==> config.mk <==
export PLATFORM = sky130hd
export DESIGN_NAME = name_id_config
export DESIGN_NICKNAME = d
export VERILOG_FILES = /design/src/name_id_pkg.sv /design/src/name_id_config.sv
export VERILOG_INCLUDE_DIRS = /design/src /design/src/src
export SDC_FILE = /design/constraint.sdc
export NUM_CORES = 1
export LEC_CHECK = 0
export BUFFER_PORTS_ARGS = -buffer_cell sky130_fd_sc_hd__buf_2
export CORE_ASPECT_RATIO = 0.7
export CORE_UTILIZATION = 45
export CTS_CLUSTER_SIZE = 40
export DETAILED_ROUTE_END_ITERATION = 7
export HOLD_SLACK_MARGIN = 0.08
export PLACE_DENSITY_LB_ADDON = 0.25
export SYNTH_ARGS = -nofsm -noshare
export SYNTH_HDL_FRONTEND = slang
export SYNTH_SLANG_ARGS = --single-unit
==> constraint.sdc <==
create_clock -name clk_sys -period 2.08 [get_ports clk_sys]
set_input_delay 0.208 -clock clk_sys [delete_from_list [all_inputs] [get_ports clk_sys]]
set_output_delay 0.208 -clock clk_sys [all_outputs]
set_load 0.02 [all_outputs]
==> src/name_id_defs.svh <==
// Offsets, reset values and field thresholds for the network identity block.
// Assumes inclusion by its bare name from the design file.
`ifndef NAME_ID_DEFS_SVH
`define NAME_ID_DEFS_SVH

// *************************************************************
// Register offsets (word index on the plain register port).
// *************************************************************
`define OFF_INST 4'h0
`define OFF_SYS 4'h1
`define OFF_MAKER 4'h2
`define OFF_IDENT 4'h3
`define OFF_IDF 4'h4
`define OFF_ADDR 4'h5
`define OFF_CMD 4'h6
`define OFF_NAME_LO 4'h7
`define OFF_NAME_HI 4'h8
`define OFF_CANID 4'h9
`define OFF_PGN 4'hA
`define OFF_CLAIM 4'hB

// *************************************************************
// Factory defaults.
// *************************************************************
`define DEF_FUNC_INST 5'h00
`define DEF_ECU_INST 3'h0
`define DEF_IND_GROUP 3'h0
`define DEF_VSYS_INST 4'h0
`define DEF_VSYS 7'h00
`define DEF_FUNC 8'hFF
`define DEF_IDENT 21'h000000
`define DEF_PRIO 3'h6
`define DEF_DPAGE 1'h1
`define DEF_PDU_FMT 8'hFF
`define DEF_PDU_SPEC 8'h00
`define DEF_ADDR 8'hFE

// *************************************************************
// Field thresholds.
// *************************************************************
`define PDU_BCAST_MIN 8'hF0
`define FUNC_INDEP_LIM 8'h80
`define ADDR_LAST_USABLE 8'hFC

`endif

==> src/name_id_pkg.sv <==
// Types shared by the network identity block.
// Assumes name_id_defs.svh is on the include path.
package name_id_pkg;

    // *************************************************************
    // Packed NAME fields, most significant first.
    // *************************************************************
    typedef struct packed {
        logic arb_capable;
        logic [2:0] ind_group;
        logic [3:0] vsys_inst;
        logic [6:0] vsys;
        logic reserved;
        logic [7:0] func;
        logic [4:0] func_inst;
        logic [2:0] ecu_inst;
        logic [10:0] maker;
        logic [20:0] ident;
    } name_t;

    // Packed 29-bit extended identifier.
    typedef struct packed {
        logic [2:0] prio;
        logic reserved;
        logic dpage;
        logic [7:0] pdu_fmt;
        logic [7:0] pdu_spec;
        logic [7:0] addr;
    } can_id_t;

    // Restore sequencing.
    typedef enum logic [0:0] {
        ST_RUN,
        ST_RESTORE
    } restore_state_t;

endpackage

==> src/name_id_config.sv <==
// Configurable network identity: NAME, extended identifier and address arbitration.
// Assumes a synchronous plain register port and a rival NAME supplied by the CAN controller.
//
// The placing of the registers and the strobed register port were decided locally.
`timescale 1ns/1ps
`include "name_id_defs.svh"

// Function
// - Five-bit function instance, zero first, writable.
// - Three-bit ECU instance, zero first, writable.
// - Three-bit industry group, default zero.
// - Four-bit vehicle system instance, 0..15.
// - Seven-bit vehicle system field in NAME.
// - Eight-bit function, below 128 independent, FF.
// - Eleven-bit maker code fixed at factory.
// - Identity number set at manufacture.
// - Sixty-four-bit NAME of ten sub-fields.
// - Lower NAME keeps a contested address.
// - Priority in identifier, zero highest, default six.
// - Data page bit, default one.
// - PDU format 240+ broadcast, default 255.
// - PDU specific per format, default zero.
// - Low identifier byte is unique source address.
// - Parameter group number derived from fields.
// - Instance fields default to zero.
// - Assembled identifier readable by software.
// - Restore command reloads full factory defaults.
module name_id_config #(
    parameter logic [10:0] MAKER_CODE = 11'h155, // Arbitrary value, set per product.
    parameter logic [20:0] IDENT_NUM = `DEF_IDENT
) (
    // Clock and reset.
    input wire logic clk_sys,
    input wire logic rst_n,
    // Register port.
    input wire logic [3:0] reg_addr,
    input wire logic [31:0] reg_wdata,
    input wire logic reg_wr,
    input wire logic reg_rd,
    output logic [31:0] reg_rdata,
    // Address claim arbitration.
    input wire logic claim_seen,
    input wire logic [63:0] rival_name,
    input wire logic [7:0] rival_addr,
    // Assembled identity.
    output name_id_pkg::name_t name_out,
    output name_id_pkg::can_id_t can_id,
    output logic [17:0] pgn,
    output logic broadcast,
    output logic func_indep,
    output logic addr_valid,
    output logic addr_lost
);

    // *************************************************************
    // Configuration storage.
    // *************************************************************
    logic [4:0] func_inst; // Function instance.
    logic [2:0] ecu_inst; // ECU instance.
    logic [2:0] ind_group; // Industry group.
    logic [3:0] vsys_inst; // Vehicle system instance.
    logic [6:0] vsys; // Vehicle system.
    logic [7:0] func; // Function code.
    logic [20:0] ident; // Identity number.
    logic [2:0] prio; // Message priority.
    logic dpage; // Data page.
    logic [7:0] pdu_fmt; // PDU format.
    logic [7:0] pdu_spec; // PDU specific.
    logic [7:0] src_addr; // Source address.
    logic ident_loaded; // Identity number captured after reset.
    name_id_pkg::restore_state_t state; // Restore sequencer.
    name_id_pkg::restore_state_t next_state;

    // *************************************************************
    // Decode.
    // *************************************************************
    // Writes to the read-only offsets match no strobe below, so they fall through
    // and leave every field as it was.
    wire wr_inst = reg_wr && (reg_addr == `OFF_INST);
    wire wr_sys = reg_wr && (reg_addr == `OFF_SYS);
    wire wr_idf = reg_wr && (reg_addr == `OFF_IDF);
    wire wr_addr = reg_wr && (reg_addr == `OFF_ADDR);
    wire wr_cmd = reg_wr && (reg_addr == `OFF_CMD) && reg_wdata[0];
    wire do_restore = (state == name_id_pkg::ST_RESTORE);

    // Packed NAME in protocol order so a plain compare decides arbitration.
    name_id_pkg::name_t next_name;
    assign next_name = '{arb_capable: 1'b0, ind_group: ind_group, vsys_inst: vsys_inst,
                         vsys: vsys, reserved: 1'b0, func: func, func_inst: func_inst,
                         ecu_inst: ecu_inst, maker: MAKER_CODE, ident: ident};

    name_id_pkg::can_id_t next_can_id;
    assign next_can_id = '{prio: prio, reserved: 1'b0, dpage: dpage, pdu_fmt: pdu_fmt,
                           pdu_spec: pdu_spec, addr: src_addr};

    // Broadcast formats carry group extension in PDU specific; peer formats zero it.
    wire next_bcast = (pdu_fmt >= `PDU_BCAST_MIN);
    wire [7:0] pgn_spec = next_bcast ? pdu_spec : 8'h00;
    wire [17:0] next_pgn = {1'b0, dpage, pdu_fmt, pgn_spec};
    wire next_indep = (func < `FUNC_INDEP_LIM);
    wire next_addr_valid = (src_addr <= `ADDR_LAST_USABLE);

    // Same address and rival strictly lower NAME: we give the address up.
    wire rival_wins = claim_seen && (rival_addr == src_addr)
                      && (rival_name < next_name);

    // *************************************************************
    // Restore sequencer.
    // *************************************************************
    // A restore spends one cycle in ST_RESTORE; a second command in that cycle is
    // absorbed, which is harmless because the defaults are being loaded then.
    always_comb
    begin
        next_state = state;
        case (state)
            name_id_pkg::ST_RUN:
            begin
                if (wr_cmd)
                begin
                    next_state = name_id_pkg::ST_RESTORE;
                end
            end
            default:
            begin
                next_state = name_id_pkg::ST_RUN;
            end
        endcase
    end

    // Sequencer state register.
    always_ff @(posedge clk_sys or negedge rst_n)
    begin
        if (!rst_n)
            state <= name_id_pkg::ST_RUN;
        else
            state <= next_state;
    end

    // *************************************************************
    // Configuration registers; a restore overrides writes in the same cycle.
    // *************************************************************
    // Each write strobe touches only its own fields, so back-to-back writes never collide.
    always_ff @(posedge clk_sys or negedge rst_n)
    begin
        if (!rst_n)
        begin
            func_inst <= `DEF_FUNC_INST;
            ecu_inst <= `DEF_ECU_INST;
            ind_group <= `DEF_IND_GROUP;
            vsys_inst <= `DEF_VSYS_INST;
            vsys <= `DEF_VSYS;
            func <= `DEF_FUNC;
            prio <= `DEF_PRIO;
            dpage <= `DEF_DPAGE;
            pdu_fmt <= `DEF_PDU_FMT;
            pdu_spec <= `DEF_PDU_SPEC;
            src_addr <= `DEF_ADDR;
        end
        else if (do_restore)
        begin
            // Kept apart from the reset branch so that the asynchronous load
            // stays a pure load of constants on the reset pin alone.
            func_inst <= `DEF_FUNC_INST;
            ecu_inst <= `DEF_ECU_INST;
            ind_group <= `DEF_IND_GROUP;
            vsys_inst <= `DEF_VSYS_INST;
            vsys <= `DEF_VSYS;
            func <= `DEF_FUNC;
            prio <= `DEF_PRIO;
            dpage <= `DEF_DPAGE;
            pdu_fmt <= `DEF_PDU_FMT;
            pdu_spec <= `DEF_PDU_SPEC;
            src_addr <= `DEF_ADDR;
        end
        else
        begin
            if (wr_inst)
            begin
                func_inst <= reg_wdata[7:3];
                ecu_inst <= reg_wdata[2:0];
            end
            if (wr_sys)
            begin
                ind_group <= reg_wdata[14:12];
                vsys_inst <= reg_wdata[11:8];
                vsys <= reg_wdata[6:0];
            end
            if (wr_idf)
            begin
                prio <= reg_wdata[26:24];
                dpage <= reg_wdata[16];
                pdu_fmt <= reg_wdata[15:8];
                pdu_spec <= reg_wdata[7:0];
            end
            if (wr_addr)
            begin
                src_addr <= reg_wdata[7:0];
                func <= reg_wdata[15:8];
            end
        end
    end

    // Identity number is a manufacture value: caught once after reset release.
    // Loading it from the parameter keeps the value out of reach of the register port.
    always_ff @(posedge clk_sys or negedge rst_n)
    begin
        if (!rst_n)
        begin
            ident <= `DEF_IDENT;
            ident_loaded <= 1'b0;
        end
        else if (!ident_loaded)
        begin
            ident <= IDENT_NUM;
            ident_loaded <= 1'b1;
        end
    end

    // *************************************************************
    // Registered outputs.
    // *************************************************************
    // Every output leaves a flip-flop, so the pins never see decode glitches;
    // the price is one cycle of lag behind the configuration registers.
    always_ff @(posedge clk_sys or negedge rst_n)
    begin
        if (!rst_n)
        begin
            name_out <= '0;
            can_id <= '0;
            pgn <= 18'h00000;
            broadcast <= 1'b0;
            func_indep <= 1'b0;
            addr_valid <= 1'b0;
        end
        else
        begin
            name_out <= next_name;
            can_id <= next_can_id;
            pgn <= next_pgn;
            broadcast <= next_bcast;
            func_indep <= next_indep;
            addr_valid <= next_addr_valid;
        end
    end

    // Lost flag: set wins over the clear from a fresh address write.
    // The flag stays up until software writes the address register, even with the same address, or restores defaults.
    always_ff @(posedge clk_sys or negedge rst_n)
    begin
        if (!rst_n)
            addr_lost <= 1'b0;
        else if (rival_wins)
            addr_lost <= 1'b1;
        else if (wr_addr || do_restore)
            addr_lost <= 1'b0;
    end

    // *************************************************************
    // Read path; unmapped offsets read zero.
    // *************************************************************
    // The word is selected here and registered below, so the master never waits.
    wire [31:0] rd_mux =
        (reg_addr == `OFF_INST) ? {24'h000000, func_inst, ecu_inst} :
        (reg_addr == `OFF_SYS) ? {17'h00000, ind_group, vsys_inst, 1'b0, vsys} :
        (reg_addr == `OFF_MAKER) ? {21'h000000, MAKER_CODE} :
        (reg_addr == `OFF_IDENT) ? {11'h000, ident} :
        (reg_addr == `OFF_IDF) ? {5'h00, prio, 7'h00, dpage, pdu_fmt, pdu_spec} :
        (reg_addr == `OFF_ADDR) ? {16'h0000, func, src_addr} :
        (reg_addr == `OFF_NAME_LO) ? name_out[31:0] :
        (reg_addr == `OFF_NAME_HI) ? name_out[63:32] :
        (reg_addr == `OFF_CANID) ? {3'h0, can_id} :
        (reg_addr == `OFF_PGN) ? {14'h0000, pgn} :
        (reg_addr == `OFF_CLAIM) ? {28'h0000000, addr_valid, func_indep, broadcast, addr_lost} :
        32'h00000000;

    // Read data stands only in the cycle after the strobe.
    always_ff @(posedge clk_sys or negedge rst_n)
    begin
        if (!rst_n)
            reg_rdata <= 32'h00000000;
        else if (reg_rd)
            reg_rdata <= rd_mux;
        else
            reg_rdata <= 32'h00000000;
    end

    // *************************************************************
    // Checks.
    // *************************************************************
    // Restore path: registers hold defaults two edges after the command, outputs three.
    restore_prio_a: assert property (@(posedge clk_sys) disable iff (!rst_n)
        wr_cmd |=> ##1 (prio == `DEF_PRIO && dpage == `DEF_DPAGE))
        else $error("restore did not reload priority and page");
    restore_inst_a: assert property (@(posedge clk_sys) disable iff (!rst_n)
        wr_cmd |=> ##1 (func_inst == 5'h00 && ecu_inst == 3'h0 && vsys_inst == 4'h0))
        else $error("restore did not clear instances");
    restore_fmt_a: assert property (@(posedge clk_sys) disable iff (!rst_n)
        wr_cmd |=> ##2 (can_id.pdu_fmt == `DEF_PDU_FMT && can_id.pdu_spec == `DEF_PDU_SPEC))
        else $error("restore did not reach identifier");

    // Write path: a field written in one cycle is held in the next; the ECU instance is checked in NAME one cycle after that.
    inst_write_a: assert property (@(posedge clk_sys) disable iff (!rst_n)
        (wr_inst && !do_restore) |=> (func_inst == $past(reg_wdata[7:3])))
        else $error("function instance write lost");
    ecu_write_a: assert property (@(posedge clk_sys) disable iff (!rst_n)
        (wr_inst && !do_restore) |=> ##1 (name_out.ecu_inst == $past(reg_wdata[2:0], 2)))
        else $error("ECU instance not in NAME");
    group_write_a: assert property (@(posedge clk_sys) disable iff (!rst_n)
        (wr_sys && !do_restore) |=> (ind_group == $past(reg_wdata[14:12])))
        else $error("industry group write lost");
    vsys_inst_write_a: assert property (@(posedge clk_sys) disable iff (!rst_n)
        (wr_sys && !do_restore) |=> (vsys_inst == $past(reg_wdata[11:8])))
        else $error("vehicle system instance write lost");
    vsys_write_a: assert property (@(posedge clk_sys) disable iff (!rst_n)
        (wr_sys && !do_restore) |=> (vsys == $past(reg_wdata[6:0])))
        else $error("vehicle system write lost");
    page_write_a: assert property (@(posedge clk_sys) disable iff (!rst_n)
        (wr_idf && !do_restore) |=>
        (dpage == $past(reg_wdata[16]) && prio == $past(reg_wdata[26:24])))
        else $error("page or priority write lost");
    fmt_write_a: assert property (@(posedge clk_sys) disable iff (!rst_n)
        (wr_idf && !do_restore) |=>
        (pdu_fmt == $past(reg_wdata[15:8]) && pdu_spec == $past(reg_wdata[7:0])))
        else $error("format or specific write lost");
    func_write_a: assert property (@(posedge clk_sys) disable iff (!rst_n)
        (wr_addr && !do_restore) |=> (func == $past(reg_wdata[15:8])))
        else $error("function write lost");
    addr_write_a: assert property (@(posedge clk_sys) disable iff (!rst_n)
        (wr_addr && !do_restore) |=> (src_addr == $past(reg_wdata[7:0])))
        else $error("source address write lost");

    // Packing: outputs follow the registers one edge later; the edge that releases
    // reset is skipped because the outputs still hold their cleared values after it.
    id_pack_a: assert property (@(posedge clk_sys) disable iff (!rst_n)
        rst_n |=> (can_id[28:26] == $past(prio) && can_id[7:0] == $past(src_addr)))
        else $error("identifier packing wrong");
    name_pos_a: assert property (@(posedge clk_sys) disable iff (!rst_n)
        rst_n |=> (name_out[47:40] == $past(func) && name_out[39:35] == $past(func_inst)))
        else $error("NAME field order wrong");
    maker_fixed_a: assert property (@(posedge clk_sys) disable iff (!rst_n)
        rst_n |=> (name_out.maker == MAKER_CODE))
        else $error("maker code not fixed");
    ident_fixed_a: assert property (@(posedge clk_sys) disable iff (!rst_n)
        ident_loaded |-> (ident == IDENT_NUM))
        else $error("identity number not fixed");
    bcast_flag_a: assert property (@(posedge clk_sys) disable iff (!rst_n)
        rst_n |=> (broadcast == ($past(pdu_fmt) >= `PDU_BCAST_MIN)))
        else $error("broadcast flag wrong");
    func_indep_a: assert property (@(posedge clk_sys) disable iff (!rst_n)
        rst_n |=> (func_indep == ($past(func) < `FUNC_INDEP_LIM)))
        else $error("function independence flag wrong");
    addr_valid_a: assert property (@(posedge clk_sys) disable iff (!rst_n)
        rst_n |=> (addr_valid == ($past(src_addr) <= `ADDR_LAST_USABLE)))
        else $error("address valid flag wrong");
    pgn_spec_a: assert property (@(posedge clk_sys) disable iff (!rst_n)
        !broadcast |-> (pgn[7:0] == 8'h00))
        else $error("peer PGN kept PDU specific");
    pgn_bcast_a: assert property (@(posedge clk_sys) disable iff (!rst_n)
        broadcast |-> (pgn[7:0] == can_id.pdu_spec))
        else $error("broadcast PGN lost PDU specific");
    pgn_page_a: assert property (@(posedge clk_sys) disable iff (!rst_n)
        (pgn[17] == 1'b0 && pgn[16] == can_id.dpage && pgn[15:8] == can_id.pdu_fmt))
        else $error("PGN page or format wrong");

    // Arbitration and read-back.
    claim_lost_a: assert property (@(posedge clk_sys) disable iff (!rst_n)
        rival_wins |=> addr_lost)
        else $error("lower rival NAME did not win");
    lost_hold_a: assert property (@(posedge clk_sys) disable iff (!rst_n)
        (addr_lost && !rival_wins && !wr_addr && !do_restore) |=> addr_lost)
        else $error("lost flag dropped on its own");
    canid_read_a: assert property (@(posedge clk_sys) disable iff (!rst_n)
        (reg_rd && reg_addr == `OFF_CANID) |=> (reg_rdata == {3'h0, $past(can_id)}))
        else $error("identifier read wrong");
    read_idle_a: assert property (@(posedge clk_sys) disable iff (!rst_n)
        !reg_rd |=> (reg_rdata == 32'h00000000))
        else $error("read data outside its cycle");

endmodule

[Yosys cells after proc, flatten, opt, wreduce, memory -nomap -nowiden]
Cells that the tools add are included.
Widths: inputs -> output; s select.
Storage, ports and cells
  output and inout port bits: 147
  latch bits: 0
  RAM bits: 0
  logic and storage cells: 100
  memories: 0
  bits in read-only memories: 0
  register bits: 171
Cells by class
  $mul: 0
  add/sub/neg operators: 0
  bitwise gates (word level): 0
  mux-type cells: 39
  eq/ne operators: 12
  shift-type cells: 0
  reductions and logical operators: 15
  divide/modulo/power cells: 0
  $lt $le $gt $ge: 4
Operators with widths (count)
  $mux 31: 9
  $mux 8: 9
  $lt 64x63->1: 1
  $mux 29: 1
  $mux 3: 6
  $mux 17: 1
  $eq 4x3->1 const B: 4
  $eq 4x4->1 const B: 4
  $mux 7: 2
  $mux 4: 3
  $mux 5: 2
  $reduce_bool 2->1: 5
  $eq 4x2->1 const B: 2
  $eq 8x8->1: 1
  $ge 8x8->1 const B: 1
  $le 8x8->1 const B: 1
  $logic_and 1x1->1: 8
  $lt 8x8->1 const B: 1
  $mux 1: 6
  $eq 4x1->1 const B: 1
  $logic_not 4->1: 1
  $logic_or 1x1->1: 1

[Logic depth before layout (Yosys ltp)]
  depth after elaboration: 13
  depth in mapped cells: 8
  depth with buffers taken out: 8

[Worst setup path before layout]
OpenSTA, ideal clock, no wires.
  kind: flip-flop to flip-flop
  from: register func[3]
  to: register addr_lost
  data arrival time: 1.954 ns
  buffers on the path: 0
  slack: 0.044 ns
  required time: 1.998 ns
  stages on the path, launching flop included: 9
  period minus slack after synthesis: 2.036 ns
  cell sequence: dfstp_2 inv_1 ha_1 a21oi_2 o21ai_1 a221o_1 a2111oi_2 o21ai_1 a31oi_1
On the way
  word-level cells in the longest chain between the ends: 3
  elaborated cells between the ends (all ways): 4
Ends and longest elaborated chain
  start: declaration: line name_id_config.sv:63  | logic [7:0] func;
  start signal: assignment: line name_id_config.sv:152  | func <= `DEF_FUNC;
  start signal: assignment: line name_id_config.sv:168  | func <= `DEF_FUNC;
  start signal: assignment: line name_id_config.sv:198  | func <= reg_wdata[15:8];
  $lt 64x63->1 *: line name_id_config.sv:105  | && (rival_name < next_name);
  $logic_and 1x1->1 *: line name_id_config.sv:105
  $mux 1 / $reduce_bool 2->1 (equally long branches)
  end signal: assignment: line name_id_config.sv:251  | addr_lost <= 1'b0;
  end signal: assignment: line name_id_config.sv:253  | addr_lost <= 1'b1;
  end signal: assignment: line name_id_config.sv:255  | addr_lost <= 1'b0;
  end: declaration: line name_id_config.sv:52  | output logic addr_lost
Every way passes the cells marked *; elsewhere a longest branch is shown, timed or not.
A chain may end at the register's enable or synchronous reset.

[Worst setup path in the final report]
  from: register func[0]
  to: register addr_lost
The elaborated chain is that of the path after synthesis.

==> results.yml <==
sta:
  rsz0062_at_grt: "true"
  worstMarginPinSlew_ns: 0.910
  fin_hold_ws_ns: 0.153
  max_freq_mhz: 476
  fin_ws_ns: -0.0219
  final_max_slew_viol_count: 0
  slew_headroom_pct: 39.3
  fin_crit_sh_pct: 101
  setup_viol: 1
  skew_ns: 0.00789
  finalHoldViolCount: 0
  setup_tns_ns: -0.0219
  fin_crit_ns: 2.10
synthesis:
  yosysMostFrequentCell: "nand2_1"
  yosysUniqueCellTypes: 58
  yosysTopAreaCell: "dfrtp_1"
  syn_area_per_cell_um2: 9.96
  synthTopCellsByCount: "151 x nand2_1, 135 x dfrtp_1, 63 x a21oi_1, 50 x buf_4, 33 x inv_1"
  synth-edff-count: 0
  synthFlopType: "dfrtp_1"
  yosys_warnings: 0
  synthCells: 763
  synth-seq-area-share_pct: 53.4
  async_reset_ff_share_pct: 100
  synth_area_mm2: 0.00760
  synth_top_area_share_pct: 44.5
  yosys_register_bits: 161
  synthTopCellsByArea: "dfrtp_1 44%, dfstp_2 9.0%, nand2_1 7.5%"
cts:
  htreeDepth: 4
  numCtsBuffers: 17
  cts_root_buf: "clkbuf_16"
  clock_latency_ns: 0.43
  cts_tree: "done"
  clkSinkCount: 161
  clkTransAtPathRegs_ns: 0.07
  clockBufferDepth: 2
worst_setup_path:
  crit-reg2reg-launch: "func[0]$_DFFE_PN1P_"
  crit_fanout: 2
  cp-end-kind: "register"
  cp_cell_sequence: "inv_1 -> ha_2 -> a21oi_4 -> o21ai_2 -> a221o_1 -> a2111oi_2 -> o21ai_1 -> a31oi_1"
  cp-startpoint: "func[0]$_DFFE_PN1P_"
  cp_slowest_cell: "dfstp_2"
  start_kind: "register"
  worst-endpoint-arrival_ns: 2.46
  criticalPathCategory: "reg -> reg"
  worstPathRequired_ns: 2.43
  max_stage_delay_ns: 0.53
route:
  vias: 6722
  routed_wl_um: 24900
  drtIter0Drc: 740
  wl_per_cell_um: 20.1
  detail-route-antenna-nets: 0
  drc_errors: 0
  via_per_inst: 5.43
  drtPass1Iterations: 6
run_status:
  violations: "negative setup slack"
  status: "finished with violations"
floorplanning:
  die_area_mm2: 0.0174
  io_pins: 260
  die_width_um: 157
  core_area_mm2: 0.0164
  core.rowCount: 39
  chipHeight_um: 111
  start_util_pct: 46.4
power:
  power.density_mw_per_mm2: 998
  irDropWorstVdd_mv: 0.602
  cellLeakagePower_nw: 4.82
  finalPower_mw: 9.80
place:
  gp_congestion: 0.907
  post-place-ws_ns: -0.0658
  io_buffers: 194
  dp_hpwl_um: 18500
worst_hold_path:
  hold_path_class: "in -> reg"
  min_from: "reg_rd"
layout:
  nets: 1143
  drive_above_1_share_pct: 33.2
  diodes: 0
  finish.utilization_pct: 59.9
  synthToLayoutAreaGrowth_pct: 29.2
global_routing:
  grt-ovfl-total: 0
  track_usage_pct: 29.3
  grt_pass1_wl_um: 36900
  grt_antenna_before_repair: 1
  grt_max_degree: 56
  grt_pass1_vias: 6243
flow_run:
  maxCapViolCount: 0
==> per-stage QoR <==
| stage | cell area (µm²) | std cells |
|---|---|---|
| 2_1_floorplan | 7720 | 794 |
| 6_report | 9820 | 1238 |
| 5_1_grt | 9820 | 1238 |
| 4_1_cts | 9730 | 1237 |
| 3_5_place_dp | 8920 | 1184 |
| 3_3_place_gp | 8920 | 1184 |
==> cells by family (layout without fill, tap and decap cells) <==
group | count (synthesis) | in the layout | share of synthesized area, %
flip-flops | 161 | 161 | 53.4
AO/OA/AOI/OAI | 169 | 169 | 14.3
buffers and inverters | 120 | 339 | 8.74
adder cells (fa/ha/maj) | 30 | 30 | 4.94
multiplexers | 14 | 14 | 1.88
other | 2 | 33 | 0.0988
AND/OR/NAND/NOR | 259 | 259 | 15.7
XOR/XNOR | 8 | 8 | 0.922
==> path summary, 6_finish.rpt <==
path | to | slack, ns | cells after the start
setup / recovery | addr_lost$_DFFE_PN0P_ | -0.02 | 8
hold / removal | reg_rdata[25]$_DFF_PN0_ | 0.15 | 3
setup reg to reg | addr_lost$_DFFE_PN0P_ | -0.02 | 8
hold reg to reg | name_out[55]$_DFF_PN0_ | 0.41 | 0
max in group asynchronous | can_id[18]$_DFF_PN0_ | 1.08 | 3
min in group asynchronous | reg_rdata[1]$_DFF_PN0_ | 0.31 | 2
==> critical path: cells and delay by family (launching register included) <==
kind	cells	cell delay, ns
DFF	1	0.53
adders and majority gates	1	0.20
buffers and inverters	1	0.07
AOI/OAI and AO/OA	6	1.23
==> layout by cell type, fill, tap and decap left out, types with 4 or more instances in the layout <==
cell / instances
nand2b_1: 5
o21ai_0: 19
conb_1: 33
a22oi_1: 25
buf_4: 54
a31oi_1: 9
clkbuf_16: 17
xor2_1: 4
buf_12: 4
ha_4: 5
a21o_1: 7
and3_1: 4
o211ai_1: 9
nor2_1: 32
xnor2_1: 4
dlygate4sd3_1: 21
nand3b_1: 14
clkinv_4: 4
mux2i_1: 12
ha_1: 23
nand4_1: 4
dfstp_2: 26
a21oi_1: 63
inv_1: 31
and2_1: 8
inv_8: 6
buf_2: 193
dfrtp_1: 135
o22ai_1: 6
nand2_1: 150
nand3_1: 20
nor2b_1: 5
==> cell type report <==
type                    instances  area, µm²
repair buffers                273       1670
clock buffers                  17        425
flip-flops and latches        161       4060
clock inverters                15        168
well taps                     225        282
multi-input cells             513       3080
fillers                      1467       6580
inverters                      34        128
==> state kept, by name, summed over array words and instances (netlist names) <==
signal,cells
addr_lost,1
addr_valid,1
broadcast,1
can_id,26
do_restore,1
dpage,1
ecu_inst,3
func,8
func_indep,1
func_inst,5
ind_group,3
name_out,31
pdu_fmt,8
pdu_spec,8
pgn,10
prio,3
reg_rdata,31
src_addr,8
vsys,7
vsys_inst,4
==> layer usage <==
metal | share of wire (%) | routed length, µm | vias up | global-route usage (%)
met5 | 0.040 | 10 | - | 0
met4 | 2.1 | 522 | 2 | 8.61
met3 | 12 | 2940 | 46 | 7.97
met2 | 41 | 10100 | 442 | 38.6
met1 | 45 | 11200 | 3217 | 46.1
li1 | - | - | 3015 | -
==> power breakdown <==
part	internal, mW	leakage [nW]	total (mW)	switching (mW)
Clock	1.61	0.288	3.10	1.49
Combinational	0.924	2.51	2.37	1.45
Sequential	3.75	2.02	4.32	0.576
==> repair_timing <==
action / CTS / global route
gates resized for setup: 1 / 12
hold buffers: 21 / 0
pin swaps: 5 / 7
hold endpoints to repair: 89 / 0
endpoints found under the setup margin: 1 / 1
buffers inserted: 0 / 1
Note: power is estimated with default switching activity, not from simulation.
